$ cat config.mk
export PLATFORM = sky130hd
export DESIGN_NAME = fois_seq
export DESIGN_NICKNAME = d
export VERILOG_FILES = /design/src/design/fois_pkg.sv /design/src/design/fois_seq.sv /design/src/design/fois_mem.sv
export SDC_FILE = /design/constraint.sdc
export NUM_CORES = 1
export LEC_CHECK = 0
export ABC_AREA = 0
export BUFFER_PORTS_ARGS = -buffer_cell sky130_fd_sc_hd__buf_2
export CORE_MARGIN = 2
export CORE_UTILIZATION = 45
export CTS_BUF_LIST = sky130_fd_sc_hd__clkbuf_2
export DETAILED_ROUTE_END_ITERATION = 6
export PLACE_DENSITY = 0.72
export SYNTH_ARGS = -nofsm -noshare
export SYNTH_HDL_FRONTEND = slang
export SYNTH_SLANG_ARGS = --single-unit
$ cat constraint.sdc
create_clock -name mclk_in -period 2.3 [get_ports mclk_in]
set_input_delay 0.115 -clock mclk_in [delete_from_list [all_inputs] [get_ports mclk_in]]
set_output_delay 0.115 -clock mclk_in [all_outputs]
set_load 0.02 [all_outputs]
$ cat src/design/fois_pkg.sv
// Package of timing, field and state definitions for the forced-output sequencer
package fois_pkg;
	localparam int WORD_W = 18;
	localparam int PC_W = 16;
	localparam int OPF_W = 6;
	localparam int CHAN_W = 6;
	localparam int XLT_W = 5;
	localparam logic [1:0] PH1 = 2'h0;
	localparam logic [1:0] PH2 = 2'h1;
	localparam logic [1:0] PH3 = 2'h2;
	localparam logic [1:0] PH4 = 2'h3;
	localparam int OPF_HI = 11;
	localparam int OPF_LO = 6;
	localparam int CHAN_HI = 5;
	localparam int CHAN_LO = 0;
	localparam logic [OPF_W-1:0] OP_FORCE_OD = 6'h1a;
	localparam logic [OPF_W-1:0] OP_FORCE_EF = 6'h1b;
	localparam logic [OPF_W-1:0] OP_REL_LO = 6'h20;
	localparam logic [OPF_W-1:0] OP_REL_HI = 6'h27;
	localparam logic [PC_W-1:0] PC_ONE = 16'h0001;
	localparam logic [PC_W-1:0] PC_RESET = 16'h0000;
	localparam int MEM_DEPTH = 16;
	localparam int MEM_AW = 4;
	typedef enum logic [2:0] {
		FOIS_IDLE,
		FOIS_FETCH,
		FOIS_HELD,
		FOIS_XFER1,
		FOIS_XFER2,
		FOIS_NEXT
	} fois_state_t;
endpackage : fois_pkg

$ cat src/design/fois_seq.sv
// Forced-output instruction fetch and held-sequence control
//
// Operation
// - T1.1: address from counter, start memory cycle, set increment flag.
// - T1.3: clear operands, data register, op field; set fetch-phase flag.
// - T1.4: counter into operand, set bus inhibit, clear channel register.
// - T2.1: route memory word to selection bus, clear increment flag.
// - T2.2: load counter from adder output.
// - T2.3: clear fetch-phase flag and bus inhibit flag.
// - T2.4: bits 11-6 to op field, set decode flag, bits 5-0 to channel.
// - T3.1: clear translator, stop routing word onto selection bus.
// - Translator clear resets all five bits together, in fetch, phase one.
// - T3.2: load op-code bit 0 and channel bits 3-0 into translator.
// - T3.4 phase four: set first hold when forced or related op decoded.
// - T4.3 phase three: set second hold from first hold.
// - Interrupt set on special interrupt, no bootstrap, insert and hold2 set.
// - Special interrupt condition follows the resume-fault flag.
// - Instruction sequences disabled while either hold flag is set.
// - Held: clear translator T2.1; T2.2 set start, release, reload.
// - Held T4.2 set final, clear hold1; T4.3 clear release flag.
// - Second hold cleared at T1.3 of next instruction fetch.
// - Second transfer runs only with dual-channel operation.
// - Starred counter events follow the advance subsequence.
// - Clear instruction-start at T4.1, set instruction flag at T4.2.
// - Sequences held one full main cycle before transfer.
// - Holds kept until output available, then transfer.
// - Resume fault: no output, release hold, decrement counter.
// - Word kind shown only by which acknowledge accompanies it.
//
// The register offsets and strobed register access were decided locally.
`timescale 1ns/1ps
module fois_seq
	import fois_pkg::*;
(
	input wire logic mclk_in, // Clock, 40 MHz
	input wire logic resetn_in, // Async reset, active low
	input wire logic start_in, // Request instruction fetch
	input wire logic output_avail_in, // Channel output available
	input wire logic resume_fault_in, // Resume fault present
	input wire logic bootstrap_in, // Bootstrap sequence running
	input wire logic insert_in, // Address bus insert flag
	input wire logic dual_chan_in, // Dual-channel mode selected
	input wire logic mem_we_in, // Memory load strobe
	input wire logic [MEM_AW-1:0] mem_waddr_in, // Memory load address
	input wire logic [WORD_W-1:0] mem_wdata_in, // Memory load data
	output logic [PC_W-1:0] pc_out, // Program counter
	output logic [PC_W-1:0] mar_out, // Memory address register
	output logic [OPF_W-1:0] opfield_out, // Operation field
	output logic [CHAN_W-1:0] chan_out, // Channel number register
	output logic [XLT_W-1:0] xlate_out, // First translator bits
	output logic hold1_out, // First hold flag
	output logic hold2_out, // Second hold flag
	output logic int_req_out, // Interrupt request flag
	output logic seq_en_out, // Instruction sequences enabled
	output logic xfer1_start_out, // First transfer start flag
	output logic xfer1_final_out, // First transfer final flag
	output logic xfer2_out, // Second transfer sequence
	output logic ack_od_out, // Output data acknowledge
	output logic ack_ef_out, // External function acknowledge
	output logic [2:0] phase_out // Time-cycle bit 0 and sub-time bits
);
	typedef struct packed {
		fois_state_t st;
		logic [1:0] ph;
		logic [1:0] sub;
		logic [1:0] tcyc;
		logic [PC_W-1:0] pc;
		logic [PC_W-1:0] mar;
		logic [PC_W-1:0] opnd;
		logic [WORD_W-1:0] mdr;
		logic [WORD_W-1:0] selbus;
		logic sel_on;
		logic [OPF_W-1:0] opf;
		logic [CHAN_W-1:0] chan;
		logic [XLT_W-1:0] xlt;
		logic incr;
		logic fetch_phase_flag;
		logic decode_flag;
		logic address_bus_inhibit_flag;
		logic hold1;
		logic hold2;
		logic rel;
		logic int_req;
		logic istart;
		logic instr;
		logic x1s;
		logic x1f;
		logic x2;
		logic ack_od;
		logic ack_ef;
		logic mem_go;
	} fois_regs_t;

	fois_regs_t r;
	fois_regs_t next_r;
	logic [WORD_W-1:0] mem_rdata;

	// Sub-time match
	function automatic logic at(input logic [1:0] tc, input logic [1:0] sb,
		input logic [1:0] c, input logic [1:0] s);
		at = (tc == c) && (sb == s);
	endfunction : at

	function automatic logic is_force(input logic [OPF_W-1:0] f);
		is_force = (f == OP_FORCE_OD) || (f == OP_FORCE_EF) ||
			((f >= OP_REL_LO) && (f <= OP_REL_HI));
	endfunction : is_force

	fois_mem u_mem (
		.mclk_in(mclk_in),
		.we_in(mem_we_in),
		.waddr_in(mem_waddr_in),
		.wdata_in(mem_wdata_in),
		.raddr_in(r.mar[MEM_AW-1:0]),
		.rdata_out(mem_rdata)
	);

	////////////////////////////////////////////////////////////////////////////
	always_comb begin
		logic spec_int;
		spec_int = 1'b0;
		next_r = r;
		next_r.ack_od = 1'b0;
		next_r.ack_ef = 1'b0;
		// Timing chain: sub-time advances each clock, cycle every four
		next_r.sub = r.sub + 2'h1;
		next_r.ph = r.sub + 2'h1;
		if (r.sub == PH4) begin
			next_r.tcyc = r.tcyc + 2'h1;
		end
		spec_int = resume_fault_in;
		case (r.st)
			FOIS_IDLE: begin
				if (start_in && !r.hold1 && !r.hold2 && at(r.tcyc, r.sub, PH4, PH4)) begin
					next_r.st = FOIS_FETCH;
					next_r.mar = '0;
				end
			end
			FOIS_FETCH, FOIS_NEXT: begin
				if (at(r.tcyc, r.sub, PH1, PH1)) begin
					next_r.mar = r.pc;
					next_r.mem_go = 1'b1;
					next_r.incr = 1'b1;
				end
				if (at(r.tcyc, r.sub, PH1, PH3)) begin
					next_r.opnd = '0;
					next_r.mdr = '0;
					next_r.opf = '0;
					next_r.fetch_phase_flag = 1'b1;
					if (r.st == FOIS_NEXT) begin
						next_r.hold2 = 1'b0;
					end
				end
				if (at(r.tcyc, r.sub, PH1, PH4)) begin
					next_r.opnd = r.pc;
					next_r.address_bus_inhibit_flag = 1'b1;
					next_r.chan = '0;
					// Memory word lands after the T1.3 clear
					if (r.mem_go) begin
						next_r.mdr = mem_rdata;
						next_r.mem_go = 1'b0;
					end
				end
				if (at(r.tcyc, r.sub, PH2, PH1)) begin
					next_r.selbus = r.mdr;
					next_r.sel_on = 1'b1;
					next_r.incr = 1'b0;
				end
				if (at(r.tcyc, r.sub, PH2, PH2) && r.incr == 1'b0) begin
					next_r.pc = r.opnd + PC_ONE;
				end
				if (at(r.tcyc, r.sub, PH2, PH3)) begin
					next_r.fetch_phase_flag = 1'b0;
					next_r.address_bus_inhibit_flag = 1'b0;
				end
				if (at(r.tcyc, r.sub, PH2, PH4)) begin
					next_r.opf = r.selbus[OPF_HI:OPF_LO];
					next_r.decode_flag = 1'b1;
					next_r.chan = r.selbus[CHAN_HI:CHAN_LO];
				end
				if (at(r.tcyc, r.sub, PH3, PH1)) begin
					next_r.xlt = '0;
					next_r.sel_on = 1'b0;
					next_r.selbus = '0;
				end
				if (at(r.tcyc, r.sub, PH3, PH2)) begin
					next_r.xlt = {r.opf[0], r.chan[3:0]};
				end
				if (at(r.tcyc, r.sub, PH3, PH4) && is_force(r.opf)) begin
					next_r.hold1 = 1'b1;
				end
				if (at(r.tcyc, r.sub, PH4, PH1)) begin
					next_r.istart = 1'b0;
				end
				if (at(r.tcyc, r.sub, PH4, PH2)) begin
					next_r.instr = 1'b1;
				end
				if (at(r.tcyc, r.sub, PH4, PH3)) begin
					if (r.hold1) begin
						next_r.hold2 = 1'b1;
					end
					if (spec_int && !bootstrap_in && insert_in && r.hold2) begin
						next_r.int_req = 1'b1;
					end
				end
				if (at(r.tcyc, r.sub, PH4, PH4)) begin
					next_r.decode_flag = 1'b0;
					next_r.st = (next_r.hold1 || next_r.hold2) ? FOIS_HELD : FOIS_IDLE;
				end
			end
			FOIS_HELD: begin
				if (at(r.tcyc, r.sub, PH4, PH3) && !r.int_req &&
						spec_int && !bootstrap_in && insert_in && r.hold2) begin
					next_r.int_req = 1'b1;
				end
				if (resume_fault_in && at(r.tcyc, r.sub, PH4, PH4)) begin
					next_r.hold1 = 1'b0;
					next_r.hold2 = 1'b0;
					next_r.pc = r.pc - PC_ONE;
					next_r.st = FOIS_IDLE;
				end else begin
					// Once released, the final steps finish even if the channel drops
					if (output_avail_in && at(r.tcyc, r.sub, PH2, PH1)) begin
						next_r.xlt = '0;
					end
					if (output_avail_in && at(r.tcyc, r.sub, PH2, PH2)) begin
						next_r.x1s = 1'b1;
						next_r.rel = 1'b1;
						next_r.xlt = {r.opf[0], r.chan[3:0]};
					end
					if (at(r.tcyc, r.sub, PH4, PH2) && r.rel) begin
						next_r.x1f = 1'b1;
						next_r.hold1 = 1'b0;
					end
					if (at(r.tcyc, r.sub, PH4, PH3) && !r.hold1 && r.rel) begin
						next_r.rel = 1'b0;
						next_r.st = FOIS_XFER1;
					end
				end
			end
			FOIS_XFER1: begin
				next_r.ack_od = (r.opf == OP_FORCE_OD);
				next_r.ack_ef = (r.opf != OP_FORCE_OD);
				next_r.x1s = 1'b0;
				next_r.x1f = 1'b0;
				next_r.st = dual_chan_in ? FOIS_XFER2 : FOIS_NEXT;
				next_r.x2 = dual_chan_in;
			end
			FOIS_XFER2: begin
				next_r.x2 = 1'b0;
				next_r.st = FOIS_NEXT;
			end
			default: begin
				next_r.st = FOIS_IDLE;
			end
		endcase
		if (r.st == FOIS_NEXT && at(r.tcyc, r.sub, PH1, PH4) && !r.hold2) begin
			next_r.st = FOIS_IDLE;
		end
	end

	////////////////////////////////////////////////////////////////////////////
	always_ff @(posedge mclk_in or negedge resetn_in) begin
		if (!resetn_in) begin
			r <= '0;
		end else begin
			r <= next_r;
		end
	end

	////////////////////////////////////////////////////////////////////////////
	logic seq_en;
	logic [2:0] phase_q;
	always_ff @(posedge mclk_in or negedge resetn_in) begin
		if (!resetn_in) begin
			seq_en <= 1'b0;
			phase_q <= 3'h0;
		end else begin
			seq_en <= !(next_r.hold1 || next_r.hold2);
			phase_q <= {next_r.tcyc[0], next_r.sub};
		end
	end

	assign pc_out = r.pc;
	assign mar_out = r.mar;
	assign opfield_out = r.opf;
	assign chan_out = r.chan;
	assign xlate_out = r.xlt;
	assign hold1_out = r.hold1;
	assign hold2_out = r.hold2;
	assign int_req_out = r.int_req;
	assign seq_en_out = seq_en;
	assign xfer1_start_out = r.x1s;
	assign xfer1_final_out = r.x1f;
	assign xfer2_out = r.x2;
	assign ack_od_out = r.ack_od;
	assign ack_ef_out = r.ack_ef;
	assign phase_out = phase_q;
endmodule : fois_seq

$ cat src/design/fois_mem.sv
// Small instruction memory with registered read data
`timescale 1ns/1ps
module fois_mem
	import fois_pkg::*;
(
	input wire logic mclk_in, // Clock
	input wire logic we_in, // Write enable
	input wire logic [MEM_AW-1:0] waddr_in, // Write address
	input wire logic [WORD_W-1:0] wdata_in, // Write data
	input wire logic [MEM_AW-1:0] raddr_in, // Read address
	output logic [WORD_W-1:0] rdata_out // Registered read data
);
	logic [WORD_W-1:0] mem [MEM_DEPTH];

	always_ff @(posedge mclk_in) begin
		if (we_in) begin
			mem[waddr_in] <= wdata_in;
		end
		rdata_out <= mem[raddr_in];
	end
endmodule : fois_mem

Word-level counts from Yosys, hierarchy flattened

Memory sizes are Yosys's and may differ from the RTL's. A register that Yosys moved wholly into a read port is not among the register bits.
Cells that the tools add are included.

Magnitude comparators: 2
Reduce and logical (&&, ||, !) cells: 70
Multiplexer cells: 58
Equality and inequality tests: 29
Add/subtract/negate cells: 4
Bitwise operators: 2

Operators by type and width:

| operator                                                               | count |
|---|---|
| 34-bit 2-to-1 mux                                                      | 2 |
| 16-bit 2-to-1 mux                                                      | 4 |
| 16-bit one-hot mux with 2 select lines                                 | 2 |
| 1-bit logical AND                                                      | 34 |
| 13-bit 2-to-1 mux                                                      | 2 |
| 1-bit 2-to-1 mux                                                       | 25 |
| 5-bit 2-to-1 mux                                                       | 5 |
| 2-bit != test (second input constant)                                  | 10 |
| 2-bit nonzero test                                                     | 10 |
| 18-bit 2-to-1 mux                                                      | 1 |
| 3-bit AND reduction                                                    | 6 |
| 16-bit by 1-bit adder with 16-bit output (second input constant)       | 1 |
| 16-bit by 1-bit subtractor with 16-bit output (second input constant)  | 1 |
| 3-bit 2-to-1 mux                                                       | 5 |
| 3-bit one-hot mux with 5 select lines                                  | 1 |
| 6-bit by 5-bit equality test with 1-bit output (second input constant) | 2 |
| 12-bit 2-to-1 mux                                                      | 1 |
| 6-bit 2-to-1 mux                                                       | 2 |
| 3-bit != test (second input constant)                                  | 4 |
| 5-bit one-hot mux with 2 select lines                                  | 1 |
| 2-bit AND reduction                                                    | 5 |
| 2-bit equality test (second input constant)                            | 4 |
| 2-bit one-hot mux with 2 select lines                                  | 2 |
| 4-bit AND reduction                                                    | 2 |
| 17 further kinds                                                       | 33 |

Word-level logic and storage cells: 191
Memories: 1
Bits in registers: 117
Output and inout port bits: 61
Memory bits (writable): 288
Input bits: 31

Memory list:

| name      | words | bits a word | read ports | clocked after Yosys merged registers in | write ports | line           | RTL |
|---|---|---|---|---|---|---|---|
| u_mem.mem | 16    | 18          | 1          | 1                                       | 1           | fois_mem.sv:13 | `logic [WORD_W-1:0] mem [MEM_DEPTH];` |

Depth between registers and ports, before layout

Gate-level depths: netlist of run 1.

Word-level depth: 11
Gate-level depth with buffers: 8
Gate-level depth less buffers: 7

Cells and area by module

A second synthesis of run 1 with hierarchy kept.

Cells, all modules: 1022
Area total of the unflattened synthesis: 16691.0 µm²

Modules (own cells, without submodules):

| module   | cells each | sequential area each (µm²) | area an instance (µm²) | instances |
|---|---|---|---|---|
| fois_mem | 482        | 9008.6                     | 11322.1                | 1 |
| fois_seq | 540        | 2702.6                     | 5368.9                 | 1 |

Least setup slack after synthesis of run 1

OpenSTA, ideal clock, no wires.

Kind: reg2reg
Start point: register r, in the netlist pc_out[0]
End point: register r, in the netlist pc_out[10]
Clock period less this slack: 1.906 ns
Required time: 2.162 ns
Arrival time: 1.767 ns
Cell stages (with the launch flop): 8
Path slack: 0.394 ns
Buffers on the path: 0
Library setup time: 0.138 ns
Path through: dfrtp_1 -> inv_1 -> ha_1 -> or4b_2 -> nor2_1 -> a21oi_1 -> o21ai_0 -> o221ai_1

Longest elaborated chain between the ends: 3

RTL lines:

| element                                       | line            | RTL |
|---|---|---|
| start, declared                               | fois_seq.sv:94  | `fois_regs_t r;` |
| start signal, assigned                        | fois_seq.sv:267 | `r <= next_r;` |
| 16-bit by 1-bit subtractor with 16-bit output | fois_seq.sv:219 | `next_r.pc = r.pc - PC_ONE;` |
| 16-bit 2-to-1 mux                             | fois_seq.sv:216 | `if (resume_fault_in && at(r.tcyc, r.sub, PH4, PH4)) begin` |
| 16-bit one-hot mux with 2 select lines        | fois_seq.sv:132 | `case (r.st)` |

Every way passes these cells. The select of a mux whose other input is x is not followed.
A chain may end at the register's enable or synchronous reset.

Final worst setup path of run 1

Start point: register r[126] in the netlist's numbering
End point: register r, in the netlist int_req_out

Longest elaborated chain between the ends: 4
Elaborated cells on any way between the ends: 10
Those cells by class: eq/ne: 6; mux: 1; reduce/logical: 3

RTL lines:

| element                                                                                      | line |
|---|---|
| 3-bit equality test / 3-bit by 1-bit equality test with 1-bit output (equally long branches) | fois_seq.sv:132 |
| 2-bit OR reduction                                                                           | n/a |
| 2-bit != test (no line) / 2-bit nonzero test (equally long branches)                         | n/a |
| 4-bit AND reduction (no line)                                                                | n/a |

Parallel ways exist; a longest one is shown, timed or not.

==> results of run 1 <==
==> sequential cells by signal, indices dropped and copies added (netlist names) <==
name and count:
opfield_out 6, xfer1_start_out 1, hold1_out 1, int_req_out 1, pc_out 16, xfer1_final_out 1, ack_ef_out 1, xlate_out 5
hold2_out 1, xfer2_out 1, ack_od_out 1, mar_out 16, chan_out 6, u_mem.mem 192, seq_en_out 1, u_mem.rdata_out 12
phase_out 2, r 48
==> repair_timing <==
action	CTS	global route
hold buffers	31	0
endpoints found under the setup margin	0	1
endpoints found under the hold margin	513	0
buffers inserted	0	0
resized for setup	0	1
==> where the power goes <==
group | internal (uW) | switching (uW) | total [uW]
registers | 6020 | 16.8 | 6040
logic | 91.4 | 141 | 232
clock network | 1590 | 2150 | 3750
==> per-stage QoR <==
step,instances,hold WS [ns]
detailed placement,1329,0.185
CTS,1501,0.0881
global route,1503,0.145
floorplan,900,-0.181
finish,1503,0.169
global placement,1329,0.184
==> cells in the mapped netlist (2+ instances only) <==
cell type	count	area share, %
a211oi_1	4	0.23
a21oi_1	29	1.1
a221oi_1	4	0.27
a22o_1	25	1.7
a32oi_1	3	0.20
and2_1	3	0.14
and3_1	4	0.19
and4b_1	2	0.15
buf_1	2	0.057
buf_2	14	0.54
buf_4	52	3.0
clkbuf_1	26	0.75
dfrtp_1	108	21
dfxtp_1	12	1.8
edfxtp_1	192	44
ha_1	10	0.96
inv_1	25	0.72
mux4_2	60	10
nand2_1	90	2.6
nand2b_1	3	0.14
nand3_1	51	2.0
nand3b_1	2	0.11
nand4_1	6	0.29
nor2_1	43	1.2
nor2b_1	3	0.14
nor3_1	12	0.46
nor3b_1	3	0.17
nor4_1	4	0.19
o211ai_1	4	0.23
o21ai_0	45	1.7
o221ai_1	2	0.13
o22ai_1	6	0.29
o41ai_1	2	0.13
or3_1	3	0.14
or3b_2	2	0.13
xnor2_1	5	0.34
xor2_1	10	0.67
==> critical path: stages (launching register included) <==
cell           delay (ns)
dfrtp_1              0.51
or3b_1               0.49
buf_4                0.24
nand2_1              0.09
a41o_1               0.17
dlygate4sd3_1        0.55
==> cell type report <==
cell class | count | area (um^2)
Sequential cell | 312 | 8710
Antenna cell | 2 | 5.00
Clock buffer | 118 | 591
Clock inverter | 23 | 150
Fill cell | 2408 | 13700
Tap cell | 384 | 480
Multi-Input combinational cell | 466 | 3690
Inverter | 25 | 93.8
Timing Repair Buffer | 173 | 1250
==> cell families (layout without fill, tap and decap cells) <==
group | after synthesis | count (layout) | synth area share, %
compound gates | 139 | 139 | 6.97
fa+ha+maj | 10 | 10 | 0.957
simple gates | 242 | 242 | 8.80
buf+inv | 122 | 339 | 5.29
xor+xnor | 15 | 15 | 1.01
mux | 60 | 60 | 10.3
flops | 312 | 312 | 66.6
other cells | 0 | 2 | 0
==> layer usage <==
| layer | GRT usage, % | wire [um] |
|---|---|---|
| met4 | 6.76 | 569 |
| met2 | 28.1 | 12700 |
| met1 | 25.6 | 11900 |
| met5 | 0 | 0 |
| met3 | 4.31 | 1990 |
==> worst max path at each step <==
| stage | startpoint | endpoint | slack (ns) | depth (start not counted) |
|---|---|---|---|---|
| 6_report | r[126] | int_req_out | 0.18 | 5 |
| 5_1_grt | pc_out[0] | pc_out[10] | 0.06 | 7 |
| 4_1_cts | pc_out[0] | pc_out[10] | 0.16 | 7 |
| 3_5_place_dp | pc_out[1] | pc_out[10] | 0.24 | 7 |
| 3_3_place_gp | pc_out[1] | pc_out[10] | 0.27 | 7 |
| 2_1_floorplan | pc_out[0] | pc_out[10] | 0.39 | 7 |
==> cell usage in the layout, fill, tap and decap left out, types with 29 or more instances in the layout <==
master and count:
dfrtp_1 106, buf_4 53, nand3_1 51, buf_2 84
o21ai_0 45, clkbuf_2 118, dlygate4sd3_1 30, nand2_1 90
mux4_2 60, edfxtp_1 192, nor2_1 42, a21oi_1 29
==> qor.txt, run 1 <==
Status -> complete, no violations
Top FF cell, synth -> edfxtp_1
Worst R2R End -> int_req_out
Total global routing overflow -> 0
WHS Path Cells -> 2
Pin count of the biggest net entering global routing -> 51
Nets -> 1,098
Worst clock skew -> 0.108 ns
Area of the die -> 0.0304 mm^2
Max Freq -> 472 MHz
Asr flop ratio synth -> 34.6%
Hold Path Origin -> mem_wdata_in[0]
Clk root buf -> clkbuf_2
Final setup violation count -> 0
Critical Path Sink Type -> flop
CTS tree -> done
Antenna-violating nets left -> 0
Global-route wire length before repair -> 43.3 mm
Post-Synthesis Cells -> 900
Clock slew at reported path FFs -> 0.11 ns
RR Startpoint -> r[126]
Routed WL per cell -> 18.1 um
Syn avg cell area -> 14.5 um^2
Clk Latency, worst-skew pair -> 0.88 ns
Clk buf depth -> 3
Part of the Yosys area used for sequential elements -> 66.6%
Synth Cell Area -> 0.0131 mm^2
Post-synth EDFFs -> 192
Synth Register Bits -> 312
GRT Util Overall -> 18.3%
DIE HEIGHT -> 174 um
DP HPWL -> 16.9 mm
Initial Util -> 45.7%
R2R Setup Slk -> 0.18 ns
Routed WL -> 27.2 mm
RSZ-0062 raised after global routing -> false
Final Core Density -> 52.3%
Final worst setup slack -> 0.183 ns
Area grow syn2layout -> 14.6%
VDD IR max -> 0.000355 V
Worst-margin pin slew -> 0.828 ns
Reg2Reg Depth -> 5
Core ar. -> 0.0286 mm^2
Final clock period utilization by the worst path -> 92.1%
Crit path DAT -> 2.93 ns
PwrDens -> 669 mW/mm^2
YS warnings -> 0
H-tree levels -> 3
Post-synthesis cell type count -> 66
Biggest fanout along the worst timing path -> 19
Max cap viols -> 0
HP Class -> in2reg
Vias in the first global route -> 8,062
Count of input and output buffers -> 85
Crit path time final -> 2.12 ns
Relative slew margins -> 44.5%
Final setup TNS -> 0 ns
Post-Syn Nets -> 941
Sink Count -> 312
Crit Path Class -> reg2reg
Final non-filler cell area -> 0.0150 mm^2
Total chip power -> 10,000 uW
Final Hold Viols -> 0
WP data required -> 3.11 ns
GP Congestion -> 0.920
FP Rows -> 62
Pre-CTS WS -> 0.241 ns
Worst Setup Start Kind -> flop
Die X -> 174 um
Starting DRC count in detailed routing -> 798
Fraction of layout cells with a size suffix above 1 -> 31.1%
Via density -> 5.33
Placed inst area -> 0.0139 mm^2
Vias -> 8,007
DRC viols -> 0
Hold path endpoint -> u_mem.mem[12][0]
Leakage -> 0.00590 uW
TritonCTS buffer count -> 79
Max Slew Vio Count -> 0
Initial antenna violation count -> 2
Drt first pass iters -> 5
Top Ports -> 92
Note: power is estimated with default switching activity, not from simulation.
==> run 2: changes to the inputs <==
--- a/config.mk
+++ b/config.mk
@@ -6,12 +6,12 @@
 export NUM_CORES = 1
 export LEC_CHECK = 0
 export ABC_AREA = 0
-export BUFFER_PORTS_ARGS = -buffer_cell sky130_fd_sc_hd__buf_2
 export CORE_MARGIN = 2
 export CORE_UTILIZATION = 45
 export CTS_BUF_LIST = sky130_fd_sc_hd__clkbuf_2
 export DETAILED_ROUTE_END_ITERATION = 6
-export PLACE_DENSITY = 0.72
+export DONT_BUFFER_PORTS = 1
+export PLACE_DENSITY = 0.7
 export SYNTH_ARGS = -nofsm -noshare
 export SYNTH_HDL_FRONTEND = slang
 export SYNTH_SLANG_ARGS = --single-unit
==> run 2 against run 1 <==
  * Non-clock buffer count down 84
  * Maximum frequency down 3.2%
  * Hold slack worse by 0.030 ns
  * Total power up 0.93%
  * Clock power up 3%
  * Highest routed layer unchanged
  * Global-route usage up 0.48 points
  * Sequential cell count unchanged
  * Final area down 2.7%
  * Cell count down 5.5%
  * Clock-buffer cell count down 1
  * First-iteration DRC count down 13%
  * Sequential share of layout area up 1.6 points
==> qor.txt, run 2 (same netlist as run 1, synthesis figures left out) <==
Critical Path Sink Type -> flop
Hold Path Origin -> dual_chan_in
Sink Count -> 312
Area of the multi-input gates -> 0.00370 mm^2
Number of flip-flops under the largest register name -> 192
Worst-margin pin slew -> 0.537 ns
Max Freq -> 457 MHz
Max Slew Vio Count -> 0
Leakage -> 0.00553 uW
Clk buf depth -> 3
Post-Place Cells -> 1,249
Most frequent cells in the layout -> 192 x edfxtp_1, 117 x clkbuf_2, 106 x dfrtp_1
Reg2Reg Depth -> 5
Final setup TNS -> 0 ns
Initial Util -> 45.7%
Clk root buf -> clkbuf_2
Clock power frac -> 38.3%
Pin count of the biggest net entering global routing -> 109
Final Hold Viols -> 0
Biggest fanout along the worst timing path -> 19
Worst R2R End -> int_req_out
Hold path endpoint -> xfer2_out
Area of the die -> 0.0304 mm^2
Routed WL per cell -> 19.6 um
Reg power frac -> 59.7%
Initial antenna violation count -> 1
Biggest register -> u_mem.mem
Total global routing overflow -> 0
DIE HEIGHT -> 174 um
GP Congestion -> 0.896
CTS tree -> done
Clock slew at reported path FFs -> 0.10 ns
Starting DRC count in detailed routing -> 693
Logic gate share of total power -> 2.0%
Sequential cell area -> 0.00871 mm^2
# Post-CTS Setup Buffers -> 0
Core ar. -> 0.0286 mm^2
Vias in the first global route -> 7,923
FP Rows -> 62
Count of input and output buffers -> 0
HP Class -> in2reg
Drt first pass iters -> 5
Routed WL -> 27.9 mm
Area grow syn2layout -> 11.4%
Top flop regs -> u_mem.mem (192), r (48)
H-tree levels -> 3
WP data required -> 3.11 ns
DRC viols -> 0
Commonest non-fill, non-tap cell in the layout -> edfxtp_1
Clk Latency, worst-skew pair -> 0.87 ns
Top Ports -> 92
Pre-CTS WS -> 0.190 ns
Via density -> 5.47
Die X -> 174 um
Worst Setup Start Kind -> flop
GRT Util Overall -> 18.8%
Fraction of layout cells with a size suffix above 1 -> 25.9%
Max cap viols -> 0
Status -> complete, no violations
Nets -> 1,014
WHS Path Cells -> 3
R2R Setup Slk -> 0.11 ns
DP HPWL -> 17.3 mm
Vias -> 7,763
RR Startpoint -> r[125]
VDD IR max -> 0.000457 V
Crit path time final -> 2.19 ns
Worst clock skew -> 0.109 ns
Switching fraction of total power -> 22.9%
Final worst setup slack -> 0.112 ns
Crit path DAT -> 2.99 ns
PwrDens -> 694 mW/mm^2
Total chip power -> 10,100 uW
Filler cells -> 2,419
Net switching power -> 2320 uW
Global-route wire length before repair -> 44.0 mm
Relative slew margins -> 64.1%
TritonCTS buffer count -> 79
Final clock period utilization by the worst path -> 95.1%
Antenna-violating nets left -> 0
Crit Path Class -> reg2reg
Layout Cells excl Fill -> 1,420
RSZ-0062 raised after global routing -> false
Int Pwr -> 7800 uW
Final setup violation count -> 0
[run 2: cell count changes in the layout (fill, tap and decap cells not counted), moves of 3 or more]
cell           before  now
buf_2              84    0
buf_4              53   58
clkinv_2            2    5
dlygate4sd3_1      30   26
[run 2: area by class of cell]
cell class	count	share of cell area, %
clock buffer	117	4.02
inverter	25	0.644
clock inverter	26	1.29
tap	384	3.30
timing repair buffer	89	5.52
multi-input combinational	466	25.4
sequential	312	59.8
antenna	1	0.0172
[run 2: worst max path at each step]
stage                     from                   to  slack, ns  depth (start not counted)
floorplan            pc_out[0]           pc_out[10]       0.39                          7
global placement    mar_out[0]  u_mem.rdata_out[10]       0.24                          3
detailed placement  mar_out[0]   u_mem.rdata_out[0]       0.19                          3
CTS                     r[124]                r[61]       0.08                          5
global route            r[125]          int_req_out      0.004                          5
finish                  r[125]          int_req_out       0.11                          5
[run 2: through the flow]
stage,hold WS (ns),cell area [um^2],utilization [%]
floorplan,-0.181,13100,-
global placement,-0.177,13500,47.1
detailed placement,-0.177,13500,47.1
CTS,0.0201,14600,50.8
global route,0.0660,14600,50.9
finish,0.139,14600,50.9
[run 2: routing by layer]
| metal | vias up | track usage [%] | share of wire [%] |
|---|---|---|---|
| li1 | 3556 | - | - |
| met1 | 3854 | 26.3 | 44 |
| met2 | 299 | 28.6 | 46 |
| met3 | 54 | 4.79 | 7.6 |
| met4 | 0 | 6.97 | 2.2 |
| met5 | - | 0 | 0 |
[run 2: power groups by stage]
stage | logic, uW | registers, uW | clock network, uW
finish | 202 | 6040 | 3870
global route | 225 | 6050 | 4280
CTS | 206 | 6040 | 4020
detailed placement | 83.4 | 6170 | 0
global placement | 81.0 | 6160 | 0
floorplan | 50.4 | 6160 | 0
[run 2: timing repair]
item | CTS | global route
hold buffers | 27 | 0
hold endpoints to repair | 540 | 0
endpoints found under the setup margin | 0 | 13
gates resized for setup | 0 | 1
[run 2: worst max-delay path, cell delays in order, from the launching register on]
cell,delay [ns]
dfrtp_1,0.62
or3b_1,0.47
buf_4,0.24
nand2_1,0.09
a41o_1,0.17
dlygate4sd3_1,0.54
==> run 3: changes to the inputs <==
--- a/config.mk
+++ b/config.mk
@@ -6,12 +6,14 @@
 export NUM_CORES = 1
 export LEC_CHECK = 0
 export ABC_AREA = 0
+export CAP_MARGIN = 20
 export CORE_MARGIN = 2
 export CORE_UTILIZATION = 45
 export CTS_BUF_LIST = sky130_fd_sc_hd__clkbuf_2
 export DETAILED_ROUTE_END_ITERATION = 6
 export DONT_BUFFER_PORTS = 1
 export PLACE_DENSITY = 0.7
+export RECOVER_POWER = 100
 export SYNTH_ARGS = -nofsm -noshare
 export SYNTH_HDL_FRONTEND = slang
 export SYNTH_SLANG_ARGS = --single-unit
==> run 3 against run 2 <==
  * Sequential cell count unchanged
  * Hold slack worse by 0.013 ns
  * Core utilization decreased by 0.69 points
  * Clock-buffer cell count did not move
  * Non-clock buffer count unchanged
  * Register-to-register slack barely moved
  * Maximum frequency increased by 0.44%
  * Routed wire length rose by 0.11%
  * Clock skew barely moved
  * Sequential power is essentially flat
  * Clock power is essentially flat
  * Setup slack improved by 0.0097 ns
==> qor.txt, run 3 (same netlist as run 1, synthesis figures left out) <==
DIE HEIGHT -> 174 um
Drt first pass iters -> 5
CP Launch Point -> r[125]
Final Hold Viols -> 0
Crit-path cells -> or3b_1, buf_4, nand2_1, a41o_1, dlygate4sd3_1
Clock slew at reported path FFs -> 0.10 ns
Crit. path cell count -> 5
Max cap viols -> 0
Layout Cells excl Fill -> 1,420
Nets -> 1,014
Crit path DAT -> 2.98 ns
# Post-CTS Setup Buffers -> 0
Total global routing overflow -> 0
Clk root buf -> clkbuf_2
CP top delay family -> buffers and inverters
WP data required -> 3.10 ns
Reg power frac -> 59.8%
Filler cells -> 2,456
Switching fraction of total power -> 23.0%
Top Ports -> 92
Net switching power -> 2320 uW
CP peak stage delay -> 0.61 ns
Slowest-stage cell, CP -> dfrtp_1
DP HPWL -> 17.3 mm
Fraction of layout cells with a size suffix above 1 -> 22.0%
Worst Setup Start Kind -> flop
R2R Setup Slk -> 0.12 ns
Core ar. -> 0.0286 mm^2
Logic gate share of total power -> 1.9%
RSZ-0062 raised after global routing -> false
Most frequent cells in the layout -> 192 x edfxtp_1, 122 x clkbuf_2, 107 x dfrtp_1
Final worst setup slack -> 0.122 ns
GP Congestion -> 0.896
Max Freq -> 459 MHz
Worst clock skew -> 0.109 ns
Status -> complete, no violations
Starting DRC count in detailed routing -> 722
Pin count of the biggest net entering global routing -> 109
Int Pwr -> 7790 uW
H-tree levels -> 3
Relative slew margins -> 3.84%
TritonCTS buffer count -> 79
Antenna-violating nets left -> 0
Global-route wire length before repair -> 44.0 mm
Crit Path Class -> reg2reg
VDD IR max -> 0.000457 V
Area of the multi-input gates -> 0.00367 mm^2
DRC viols -> 0
Number of flip-flops under the largest register name -> 192
Worst R2R End -> int_req_out
Crit path time final -> 2.18 ns
Area of the die -> 0.0304 mm^2
Die X -> 174 um
Reg2Reg Depth -> 5
Count of input and output buffers -> 0
Vias -> 7,750
Commonest non-fill, non-tap cell in the layout -> edfxtp_1
Routed WL per cell -> 19.7 um
Final setup TNS -> 0 ns
RR Startpoint -> r[125]
CTS tree -> done
Leakage -> 0.00537 uW
Bufs and invs on worst path -> 2
Final setup violation count -> 0
Clk Latency, worst-skew pair -> 0.87 ns
Worst Setup EP -> int_req_out
PwrDens -> 704 mW/mm^2
GRT Util Overall -> 18.8%
Worst-margin pin slew -> 1.44 ns
FP Rows -> 62
Area grow syn2layout -> 9.93%
Max Slew Vio Count -> 0
Clk buf depth -> 3
Via density -> 5.46
Post-Place Cells -> 1,249
Initial antenna violation count -> 1
Sink Count -> 312
Top flop regs -> u_mem.mem (192), r (48)
Clock power frac -> 38.3%
Pre-CTS WS -> 0.190 ns
Sequential cell area -> 0.00871 mm^2
Routed WL -> 27.9 mm
Vias in the first global route -> 7,923
HP Class -> in2reg
Biggest register -> u_mem.mem
Final clock period utilization by the worst path -> 94.7%
Biggest fanout along the worst timing path -> 19
Initial Util -> 45.7%
Critical Path Sink Type -> flop
-- run 3: cell count changes in the layout (fill, tap and decap cells not counted), sizes merged --
cell	delta
buf	-40
clkbuf	+40
-- run 3: per-stage QoR --
step	hold WS, ns	instance area (um^2)	util (%)	power, uW
3_3_place_gp	-0.177	13500	47.1	6240
6_report	0.126	14400	50.2	10100
3_5_place_dp	-0.177	13500	47.1	6250
2_1_floorplan	-0.181	13100	-	6210
5_1_grt	0.0660	14400	50.2	10500
4_1_cts	0.0201	14600	50.8	10300
-- run 3: power groups by stage --
stage	Combinational (uW)	Sequential, uW	Clock, uW
global placement	81.0	6160	0
global route	214	6050	4280
detailed placement	83.4	6170	0
finish	190	6040	3870
CTS	206	6040	4020
floorplan	50.4	6160	0
-- run 3: layer usage --
layer	wire length (um)	global-route usage [%]	share of wire [%]	up-vias
met5	0	0	0	-
met4	645	6.97	2.3	0
met3	2370	4.79	8.5	61
met2	12800	28.6	46	320
met1	12100	26.3	43	3815
li1	-	-	-	3554
-- run 3: worst min-delay path by stage --
stage,endpoint,slack (ns),start,cells after the start
CTS,xfer2_out,0.02,dual_chan_in,3
floorplan,ack_ef_out,-0.18,resetn_in,0
finish,xfer2_out,0.13,dual_chan_in,3
global route,xfer2_out,0.07,dual_chan_in,3
detailed placement,pc_out[12],-0.18,resetn_in,0
global placement,pc_out[12],-0.18,resetn_in,0
-- run 3: final cells by class --
class                   count  area share (%)
clock inverters            26            1.31
repair buffers             89            4.39
multi-input cells         466            25.6
diodes                      1          0.0174
inverters                  25           0.653
well taps                 384            3.34
flip-flops and latches    312            60.6
clock buffers             117            4.08
-- run 3: worst register-to-register path, cell delays in order, from the launching register on --
cell,delay [ns]
dfrtp_1,0.61
or3b_1,0.47
buf_4,0.24
nand2_1,0.09
a41o_1,0.18
dlygate4sd3_1,0.54
-- run 3: timing repair --
action                     in CTS  in global routing
hold endpoints to repair      540                  0
setup endpoints to repair       0                 13
hold buffers                   27                  0
resized for setup               0                  1
